<file path="config.mk">
export PLATFORM = sky130hd
export DESIGN_NAME = cart_host_flat
export DESIGN_NICKNAME = d
export VERILOG_FILES = /design/src/hw/cart_pkg.sv /design/src/hw/cart_if.sv /design/src/hw/cart_host.sv /design/src/flat_wrapper.sv
export SDC_FILE = /design/constraint.sdc
export NUM_CORES = 1
export LEC_CHECK = 0
export BUFFER_PORTS_ARGS = -buffer_cell sky130_fd_sc_hd__buf_2
export CORE_UTILIZATION = 42
export CTS_BUF_LIST = sky130_fd_sc_hd__clkbuf_8
export CTS_CLUSTER_SIZE = 10
export DETAILED_ROUTE_END_ITERATION = 10
export PLACE_DENSITY = 0.6
export SYNTH_ARGS = -nofsm -noshare
export SYNTH_HDL_FRONTEND = slang
export SYNTH_SLANG_ARGS = --single-unit
</file>
<file path="constraint.sdc">
create_clock -name clk -period 2.01 [get_ports clk]
set_input_delay 0 -clock clk [delete_from_list [all_inputs] [get_ports clk]]
set_output_delay 0 -clock clk [all_outputs]
set_load 0.02 [all_outputs]
</file>
<file path="src/hw/cart_pkg.sv">
// shared constants and types for the serial rom cartridge link
package cart_pkg;

  // address counter and rom sizes
  localparam int ADDR_W = 14;
  localparam int ROM_BYTES_MIN = 2048;
  localparam int ROM_BYTES_MAX = 16384;
  localparam int BYTE_W = 8;
  localparam int SHIFTS_PER_BYTE = 7;

  // directory layout
  localparam int HEADER_BYTES = 32;
  localparam int HEADER_COUNT = 32;
  localparam int RECORD_MAX = 63;
  localparam logic [7:0] HDR_DELETED = 8'h00;
  localparam logic [7:0] HDR_DIR_END = 8'hff;
  localparam logic [4:0] HDR_TYPE_OFS = 5'h08;
  localparam logic [4:0] HDR_START_OFS = 5'h10;
  localparam logic [4:0] HDR_END_OFS = 5'h14;
  localparam logic [4:0] HDR_DATE_OFS = 5'h18;
  localparam logic [4:0] HDR_UNUSED_OFS = 5'h1e;

  // presence pattern on the two sense lines
  localparam logic SENSE_A_PRESENT = 1'b0;
  localparam logic SENSE_B_PRESENT = 1'b1;

  // timing: the host derives the link clock from its own clock
  localparam int CLK_PERIOD_NS = 25;
  localparam int LINK_PERIOD_NS = 200;
  localparam int LINK_HALF_CYC_RAW = LINK_PERIOD_NS / (2 * CLK_PERIOD_NS);
  localparam int LINK_HALF_CYC = (LINK_HALF_CYC_RAW < 1) ? 1 : LINK_HALF_CYC_RAW;

  // host register map
  localparam int REG_ADDR_W = 4;
  localparam int REG_DATA_W = 16;
  localparam logic [3:0] REG_CMD = 4'h0;
  localparam logic [3:0] REG_STATUS = 4'h1;
  localparam logic [3:0] REG_DATA = 4'h2;
  localparam logic [3:0] REG_POS = 4'h3;

  // command and status fields
  localparam int CMD_OP_LSB = 0;
  localparam int CMD_ARG_LSB = 8;
  localparam int ST_BUSY = 0;
  localparam int ST_PRESENT = 1;
  localparam int ST_POWERED = 2;
  localparam int ST_DELETED = 3;
  localparam int ST_DIR_END = 4;
  localparam int ST_ERR_LSB = 8;
  localparam int ST_FIELD_LSB = 12;

  typedef enum logic [2:0] {
    OP_NONE = 3'b000,
    OP_POWER_ON = 3'b001,
    OP_POWER_OFF = 3'b010,
    OP_READ = 3'b011,
    OP_SEEK_RECORD = 3'b100
  } op_e;

  typedef enum logic [1:0] {
    ERR_NONE = 2'b00,
    ERR_NO_CART = 2'b01,
    ERR_BAD_RECORD = 2'b10,
    ERR_NOT_POWERED = 2'b11
  } err_e;

  typedef enum logic [2:0] {
    FLD_NAME = 3'b000,
    FLD_TYPE = 3'b001,
    FLD_START = 3'b010,
    FLD_END = 3'b011,
    FLD_DATE = 3'b100,
    FLD_UNUSED = 3'b101,
    FLD_DATA = 3'b110
  } field_e;

endpackage

</file>
<file path="src/hw/cart_if.sv">
// pins between the cartridge and the host processors
`timescale 1ns/1ps
interface cart_if;
  logic serial_data_in;
  logic shift_load_select;
  logic shift_clock;
  logic shifter_clear_n;
  logic cartridge_power_on;
  logic counter_clear_n;
  logic cartridge_sense_a;
  logic cartridge_sense_b;

  modport device_end (
    output serial_data_in,
    output cartridge_sense_a,
    output cartridge_sense_b,
    input shift_load_select,
    input shift_clock,
    input shifter_clear_n,
    input cartridge_power_on,
    input counter_clear_n
  );

  modport host_end (
    input serial_data_in,
    input cartridge_sense_a,
    input cartridge_sense_b,
    output shift_load_select,
    output shift_clock,
    output shifter_clear_n,
    output cartridge_power_on,
    output counter_clear_n
  );
endinterface

</file>
<file path="src/hw/cart_host.sv">
// host end: register port, link clock divider and byte sequencer
`timescale 1ns/1ps
module cart_host
  import cart_pkg::*;
#(
  parameter int HALF_CYC = LINK_HALF_CYC
) (
  // clock and reset
  input wire logic clk,
  input wire logic rst_n,
  // software register port
  input wire logic [REG_ADDR_W-1:0] reg_addr,
  input wire logic [REG_DATA_W-1:0] reg_wdata,
  input wire logic reg_wr,
  input wire logic reg_rd,
  output logic [REG_DATA_W-1:0] reg_rdata,
  // link to the cartridge
  cart_if.host_end link
);

  typedef enum logic [3:0] {
    H_IDLE = 4'b0000,
    H_CLEAR = 4'b0001,
    H_PULSE_HI = 4'b0010,
    H_PULSE_LO = 4'b0011,
    H_INC_LO = 4'b0100,
    H_LOAD_HI = 4'b0101,
    H_LOAD_LO = 4'b0110,
    H_SEL_HI = 4'b0111,
    H_SHIFT_HI = 4'b1000,
    H_SHIFT_LO = 4'b1001
  } hstate_e;

  function automatic field_e header_field(input logic [ADDR_W-1:0] a);
    logic [4:0] o;
    o = a[4:0];
    if (a >= ADDR_W'(HEADER_BYTES * HEADER_COUNT)) return FLD_DATA;
    else if (o < HDR_TYPE_OFS) return FLD_NAME;
    else if (o < HDR_START_OFS) return FLD_TYPE;
    else if (o < HDR_END_OFS) return FLD_START;
    else if (o < HDR_DATE_OFS) return FLD_END;
    else if (o < HDR_UNUSED_OFS) return FLD_DATE;
    else return FLD_UNUSED;
  endfunction

  hstate_e state_reg;
  logic [7:0] div_reg;
  logic [2:0] sync1_reg;
  logic [2:0] sync2_reg;
  logic [ADDR_W-1:0] cnt_reg;
  logic [ADDR_W-1:0] target_reg;
  logic [2:0] bits_reg;
  logic [BYTE_W-1:0] asm_reg;
  logic [BYTE_W-1:0] data_reg;
  logic power_reg;
  logic deleted_reg;
  logic dir_end_reg;
  err_e err_reg;
  field_e field_reg;
  logic sel_reg;
  logic ck_reg;
  logic sclr_n_reg;
  logic cclr_n_reg;
  logic tick;
  logic power_drop;
  logic present;
  logic cmd_wr;
  op_e op;
  logic [7:0] arg;

  always_ff @(posedge clk) begin
    if (!rst_n) begin
      sync1_reg <= '0;
      sync2_reg <= '0;
    end else begin
      sync1_reg <= {link.cartridge_sense_b, link.cartridge_sense_a, link.serial_data_in};
      sync2_reg <= sync1_reg;
    end
  end

  assign present = (sync2_reg[1] == SENSE_A_PRESENT) && (sync2_reg[2] == SENSE_B_PRESENT);
  assign tick = (div_reg == 8'(HALF_CYC - 1));
  assign cmd_wr = reg_wr && (reg_addr == REG_CMD) && (state_reg == H_IDLE);
  assign op = op_e'(reg_wdata[CMD_OP_LSB +: 3]);
  assign arg = reg_wdata[CMD_ARG_LSB +: 8];
  assign power_drop = cmd_wr && (op == OP_POWER_OFF);

  // each link step lasts one half period of the made clock
  always_ff @(posedge clk) begin
    if (!rst_n || state_reg == H_IDLE || tick) begin
      div_reg <= '0;
    end else begin
      div_reg <= div_reg + 8'h01;
    end
  end

  always_ff @(posedge clk) begin
    if (!rst_n) begin
      state_reg <= H_IDLE;
      power_reg <= 1'b0;
      err_reg <= ERR_NONE;
      cnt_reg <= '0;
      target_reg <= '0;
      bits_reg <= '0;
      asm_reg <= '0;
      data_reg <= '0;
      deleted_reg <= 1'b0;
      dir_end_reg <= 1'b0;
      field_reg <= FLD_NAME;
    end else begin
      unique case (state_reg)
        H_IDLE: begin
          if (cmd_wr) begin
            err_reg <= ERR_NONE;
            if (op == OP_POWER_ON) begin
              if (!present) begin
                err_reg <= ERR_NO_CART;
              end else begin
                power_reg <= 1'b1;
                target_reg <= '0;
                state_reg <= H_CLEAR;
              end
            end else if (op == OP_POWER_OFF) begin
              power_reg <= 1'b0;
              cnt_reg <= '0;
            end else if (op == OP_READ || op == OP_SEEK_RECORD) begin
              if (!power_reg) begin
                err_reg <= ERR_NOT_POWERED;
              end else if (op == OP_SEEK_RECORD && arg > 8'(RECORD_MAX)) begin
                err_reg <= ERR_BAD_RECORD;
              end else if (op == OP_SEEK_RECORD) begin
                // no direct load: clear, then step up one at a time
                target_reg <= ADDR_W'({arg[5:0], 5'h00});
                state_reg <= H_CLEAR;
              end else if (sel_reg) begin
                cnt_reg <= cnt_reg + 1'b1;
                state_reg <= H_INC_LO;
              end else begin
                state_reg <= H_LOAD_HI;
              end
            end
          end
        end
        H_CLEAR: if (tick) begin
          cnt_reg <= '0;
          state_reg <= (target_reg == '0) ? H_IDLE : H_PULSE_HI;
        end
        H_PULSE_HI: if (tick) begin
          cnt_reg <= cnt_reg + 1'b1;
          state_reg <= H_PULSE_LO;
        end
        H_PULSE_LO: if (tick) begin
          state_reg <= (cnt_reg == target_reg) ? H_IDLE : H_PULSE_HI;
        end
        H_INC_LO: if (tick) state_reg <= H_LOAD_HI;
        H_LOAD_HI: if (tick) state_reg <= H_LOAD_LO;
        H_LOAD_LO: if (tick) state_reg <= H_SEL_HI;
        H_SEL_HI: if (tick) begin
          bits_reg <= '0;
          state_reg <= H_SHIFT_HI;
        end
        H_SHIFT_HI: if (tick) begin
          // sampled a full step after each load or shift edge
          asm_reg <= {asm_reg[BYTE_W-2:0], sync2_reg[0]};
          bits_reg <= bits_reg + 3'h1;
          if (bits_reg == 3'(SHIFTS_PER_BYTE)) begin
            data_reg <= {asm_reg[BYTE_W-2:0], sync2_reg[0]};
            field_reg <= header_field(cnt_reg);
            if (header_field(cnt_reg) != FLD_DATA && cnt_reg[4:0] == 5'h00) begin
              deleted_reg <= ({asm_reg[BYTE_W-2:0], sync2_reg[0]} == HDR_DELETED);
              dir_end_reg <= ({asm_reg[BYTE_W-2:0], sync2_reg[0]} == HDR_DIR_END);
            end
            state_reg <= H_IDLE;
          end else begin
            state_reg <= H_SHIFT_LO;
          end
        end
        H_SHIFT_LO: if (tick) state_reg <= H_SHIFT_HI;
        default: state_reg <= H_IDLE;
      endcase
    end
  end

  // link pins from flops, one cycle behind the state
  always_ff @(posedge clk) begin
    if (!rst_n) begin
      sel_reg <= 1'b0;
      ck_reg <= 1'b0;
      sclr_n_reg <= 1'b0;
      cclr_n_reg <= 1'b0;
    end else begin
      ck_reg <= (state_reg == H_LOAD_HI) || (state_reg == H_SHIFT_HI);
      // power off takes the other pins low on the same edge as the power line
      sclr_n_reg <= power_reg && !power_drop && (state_reg != H_CLEAR);
      cclr_n_reg <= power_reg && !power_drop && (state_reg != H_CLEAR);
      if (!power_reg || power_drop || state_reg == H_CLEAR || state_reg == H_PULSE_LO ||
          state_reg == H_INC_LO) begin
        sel_reg <= 1'b0;
      end else if (state_reg == H_PULSE_HI || state_reg == H_SEL_HI) begin
        sel_reg <= 1'b1;
      end
    end
  end

  assign link.shift_load_select = sel_reg;
  assign link.shift_clock = ck_reg;
  assign link.shifter_clear_n = sclr_n_reg;
  assign link.counter_clear_n = cclr_n_reg;
  assign link.cartridge_power_on = power_reg;

  always_ff @(posedge clk) begin
    if (!rst_n) begin
      reg_rdata <= '0;
    end else if (reg_rd) begin
      unique case (reg_addr)
        REG_STATUS: begin
          reg_rdata <= '0;
          reg_rdata[ST_BUSY] <= (state_reg != H_IDLE);
          reg_rdata[ST_PRESENT] <= present;
          reg_rdata[ST_POWERED] <= power_reg;
          reg_rdata[ST_DELETED] <= deleted_reg;
          reg_rdata[ST_DIR_END] <= dir_end_reg;
          reg_rdata[ST_ERR_LSB +: 2] <= err_reg;
          reg_rdata[ST_FIELD_LSB +: 3] <= field_reg;
        end
        REG_DATA: reg_rdata <= REG_DATA_W'(data_reg);
        REG_POS: reg_rdata <= REG_DATA_W'(cnt_reg);
        default: reg_rdata <= '0;
      endcase
    end else begin
      reg_rdata <= '0;
    end
  end

endmodule

</file>
<file path="src/flat_wrapper.sv">
// flat-port wrapper written by rule: the top's interface ports become plain ports
module cart_host_flat import cart_pkg::*;
#(
  parameter int HALF_CYC = LINK_HALF_CYC
)
  (clk, rst_n, reg_addr, reg_wdata, reg_wr, reg_rd, reg_rdata, link_serial_data_in, link_cartridge_sense_a, link_cartridge_sense_b, link_shift_load_select, link_shift_clock, link_shifter_clear_n, link_cartridge_power_on, link_counter_clear_n);
  cart_if link_i ();
  input wire logic clk;
  input wire logic rst_n;
  input wire logic [REG_ADDR_W-1:0] reg_addr;
  input wire logic [REG_DATA_W-1:0] reg_wdata;
  input wire logic reg_wr;
  input wire logic reg_rd;
  output logic [REG_DATA_W-1:0] reg_rdata;
  input wire logic [$bits(link_i.serial_data_in)-1:0] link_serial_data_in;
  input wire logic [$bits(link_i.cartridge_sense_a)-1:0] link_cartridge_sense_a;
  input wire logic [$bits(link_i.cartridge_sense_b)-1:0] link_cartridge_sense_b;
  output wire logic [$bits(link_i.shift_load_select)-1:0] link_shift_load_select;
  output wire logic [$bits(link_i.shift_clock)-1:0] link_shift_clock;
  output wire logic [$bits(link_i.shifter_clear_n)-1:0] link_shifter_clear_n;
  output wire logic [$bits(link_i.cartridge_power_on)-1:0] link_cartridge_power_on;
  output wire logic [$bits(link_i.counter_clear_n)-1:0] link_counter_clear_n;
  assign link_i.serial_data_in = link_serial_data_in;
  assign link_i.cartridge_sense_a = link_cartridge_sense_a;
  assign link_i.cartridge_sense_b = link_cartridge_sense_b;
  assign link_shift_load_select = link_i.shift_load_select;
  assign link_shift_clock = link_i.shift_clock;
  assign link_shifter_clear_n = link_i.shifter_clear_n;
  assign link_cartridge_power_on = link_i.cartridge_power_on;
  assign link_counter_clear_n = link_i.counter_clear_n;
  cart_host #(.HALF_CYC(HALF_CYC)) u_core (.clk(clk), .rst_n(rst_n), .reg_addr(reg_addr), .reg_wdata(reg_wdata), .reg_wr(reg_wr), .reg_rd(reg_rd), .reg_rdata(reg_rdata), .link(link_i));
endmodule
</file>
==> impl_metrics.env <==
export IMPL_status="complete, but fails checks"
export IMPL_violations="setup timing"
export IMPL_synth_edf_count=0
export IMPL_synthXorXnorAreaFrac=0.0288
export IMPL_postRouteAntennaNets=0
export IMPL_synth_top_area_share=0.415
export IMPL_numPortBuffers=41
export IMPL_grt_pass1_vias=3547
export IMPL_synth_top_area_cell="dfxtp_1"
export IMPL_antenna_found_initial=0
export IMPL_drtIter0Drc=172
export IMPL_finalCritPeriodShare=1.00
export IMPL_power_density_nw_per_um2=587
export IMPL_avgSynthCellArea_sq_um=8.40
export IMPL_ff_latch_area_sq_um=1650
export IMPL_clk_latency_ps=350
export IMPL_largest_reg_flops=15
export IMPL_fin_area_sq_um=4950
export IMPL_hold_viol_final=0
export IMPL_placed_cell_area_sq_um=4530
export IMPL_yosys_top_cells_count="dfxtp_1, nand2_1, nor2_1"
export IMPL_layout_drive_gt1_share=0.246
export IMPL_htreeDepth=3
export IMPL_ys_flop_type="dfxtp_1"
export IMPL_p_leak_nw=1.91
export IMPL_timing_final_ws_setup_ps=-1.16
export IMPL_wl_per_cell_um=15.2
export IMPL_crit_start="u_core.cnt_reg[0]$_SDFFE_PN0P_"
export IMPL_crit_fanout=3
export IMPL_start_kind="flip-flop"
export IMPL_cts_clk_slew_worst_paths_ps=70
export IMPL_cts_num_sinks=82
export IMPL_cts_root_buf="clkbuf_8"
export IMPL_die_area_sq_um=9810
export IMPL_synth_compound_area_frac=0.195
export IMPL_multi_input_area_sq_um=2220
export IMPL_final_nets=588
export IMPL_tritoncts="done"
export IMPL_crit_top_cell="or3_4"
export IMPL_end_kind="flip-flop"
export IMPL_wl_um=10200
export IMPL_maxSlewHeadroom=0.599
export IMPL_cp_required_ps=2300
export IMPL_final_max_slew_violation_count=0
export IMPL_synth_simple_area_share=0.288
export IMPL_max_freq_ghz=0.497
export IMPL_grt_pass1_wl_um=16800
export IMPL_ys_types=55
export IMPL_crit_slowest_cell="or4b_4"
export IMPL_path_class="reg2reg"
export IMPL_yosys_register_bits=82
export IMPL_drc=0
export IMPL_syn_inst=471
export IMPL_grt_overflow=0
export IMPL_grt_use_total=0.219
export IMPL_async_flop_share=0
export IMPL_period_minus_slack_ps=2010
export IMPL_slowest_delay_ps=470
export IMPL_yosysMostFrequentCell="dfxtp_1"
export IMPL_grt_max_degree=40
export IMPL_syn_nets=503
export IMPL_r2r_start="u_core.cnt_reg[0]$_SDFFE_PN0P_"
export IMPL_numCtsBuffers=9
export IMPL_area_delta_synth_final_pct=25.2
export IMPL_clockBufferDepth=2
export IMPL_gp_congestion=0.858
export IMPL_synth_fa_ha_area_frac=0.0158
export IMPL_first_pass_iters=4
export IMPL_synth_top_family_by_area="simple AND/OR/NAND/NOR gates"
export IMPL_pin_count=48
export IMPL_r2r_setup_slack_ps=-1
export IMPL_avgViaCountPerCell=5.48
export IMPL_hold_class="in2reg"
export IMPL_start_util=0.430
export IMPL_yosysWarnings=0
export IMPL_crit_chain="inv_1 -> ha_1 -> or4b_4 -> buf_6 -> or3_4 -> or3_4 -> a21boi_2"
export IMPL_skew_ps=11.0
export IMPL_die_h_um=99.1
export IMPL_netlist_area_sq_um=3960
export IMPL_die_w_um=99.1
export IMPL_fillCellCount=881
export IMPL_cap_viol_max_count=0
export IMPL_fp_row_count=35
export IMPL_r2r_end="u_core.dir_end_reg$_SDFFE_PN0P_"
export IMPL_grt_setup_unrepaired="true"
export IMPL_setup_viol=1
export IMPL_cp_endpoint="u_core.dir_end_reg$_SDFFE_PN0P_"
export IMPL_power_mw=2.91
export IMPL_peakVddDrop_v=0.000326
export IMPL_synth_area_top_cells="dfxtp_1, nand2_1, a21boi_0"
export IMPL_vias=3679
export IMPL_antenna_cells=0
export IMPL_synth_area_mux_share=0.0101
export IMPL_coreArea_sq_um=9200
export IMPL_seq_area_frac_synth=0.415
export IMPL_worst_pin_slew_ps=599
export IMPL_hpwlAfterDp_um=7340
export IMPL_r2r_cells=7
export IMPL_crit_arrival_ps=2300
-- critical path, delay by kind of cell (launching register included) --
family	cells	cell delay, ps
buffers and inverters	2	180
adders and majority gates	1	130
DFF	1	320
AOI/OAI and AO/OA	1	130
and+or+nand+nor	3	1200
-- cells in the final DEF, fill, tap and decap left out, types with 3 or more instances in the layout --
cell,instances
a21boi_0,18
a21boi_1,11
a21oi_1,24
a22oi_1,16
and2_1,11
and3_1,12
buf_2,41
buf_4,54
buf_6,3
clkbuf_8,13
dfxtp_1,79
dfxtp_2,3
dlygate4sd3_1,9
ha_1,4
inv_1,8
mux2i_1,4
nand2_1,64
nand2b_1,6
nand3_1,23
nand3b_1,7
nand4_1,7
nor2_1,29
nor2b_1,7
nor3_1,5
nor4_1,6
o211ai_1,3
o21ai_0,13
o21ai_1,3
o22ai_1,4
or3_1,4
or3_4,3
or3b_1,8
or3b_2,3
or4_1,4
xnor2_1,3
xor2_1,10
-- cells by family after synthesis --
kind of cell | after synthesis
AOI/OAI and AO/OA | 113
xor gates and xnor gates | 13
adders and majority gates | 5
buffers and inverters | 41
DFF | 82
muxes | 4
other | 1
and+or+nand+nor | 212
-- where the power goes --
| part | total [mW] | leakage, nW | internal [mW] | switching (mW) |
|---|---|---|---|---|
| clock | 1.13 | 0.0989 | 0.573 | 0.561 |
| sequential | 1.63 | 0.663 | 1.63 | 0.00389 |
| combinational | 0.139 | 1.15 | 0.0642 | 0.0750 |
-- stage by stage --
| step | instances | worst slack [ps] | utilization | hold WS, ps | setup TNS [ps] |
|---|---|---|---|---|---|
| 6_report | 671 | -1.16 | 0.539 | 95.8 | -1.16 |
| 5_1_grt | 671 | -88.2 | 0.539 | 124 | -697 |
| 4_1_cts | 664 | 0.558 | 0.525 | 88.1 | 0 |
| 3_5_place_dp | 640 | -98.2 | 0.493 | 211 | -517 |
| 3_3_place_gp | 640 | -50.2 | 0.493 | 207 | -114 |
| 2_1_floorplan | 471 | 6.39 | - | 127 | 0 |
-- worst min path at each step --
stage                                   start                              to  slack [ps]  cells after the start
after detailed placement  link_serial_data_in  u_core.sync1_reg[0]$_SDFF_PN0_         210                      2
final                           reg_wdata[14]  u_core.err_reg[1]$_SDFFE_PN0P_         100                      4
after global placement    link_serial_data_in  u_core.sync1_reg[0]$_SDFF_PN0_         210                      2
after global routing            reg_wdata[14]  u_core.err_reg[1]$_SDFFE_PN0P_         120                      4
after CTS                       reg_wdata[14]  u_core.err_reg[1]$_SDFFE_PN0P_          90                      4
after floorplan           link_serial_data_in  u_core.sync1_reg[0]$_SDFF_PN0_         130                      1
-- layer usage --
layer | part of all wire | track usage | vias up
met5 | 0 | 0 | -
met4 | 0.024 | 0.0837 | 0
met3 | 0.042 | 0.0504 | 17
met2 | 0.49 | 0.374 | 71
met1 | 0.44 | 0.267 | 1744
li1 | - | - | 1847
-- final cells by class --
class | count | share of cell area
multi-input cells | 348 | 0.447
flip-flops and latches | 82 | 0.332
repair buffers | 107 | 0.148
clock buffers | 13 | 0.0361
well taps | 111 | 0.0280
inverters | 8 | 0.00606
clock inverters | 2 | 0.00227
-- timing repair --
item                                    CTS  global route
pin swaps                                 1            14
setup buffers                             0             7
hold buffers                              9             0
endpoints found under the setup margin   17            18
resized for setup                         4            19
hold endpoints to repair                  9             0
Note: power is estimated with default switching activity, not from simulation.
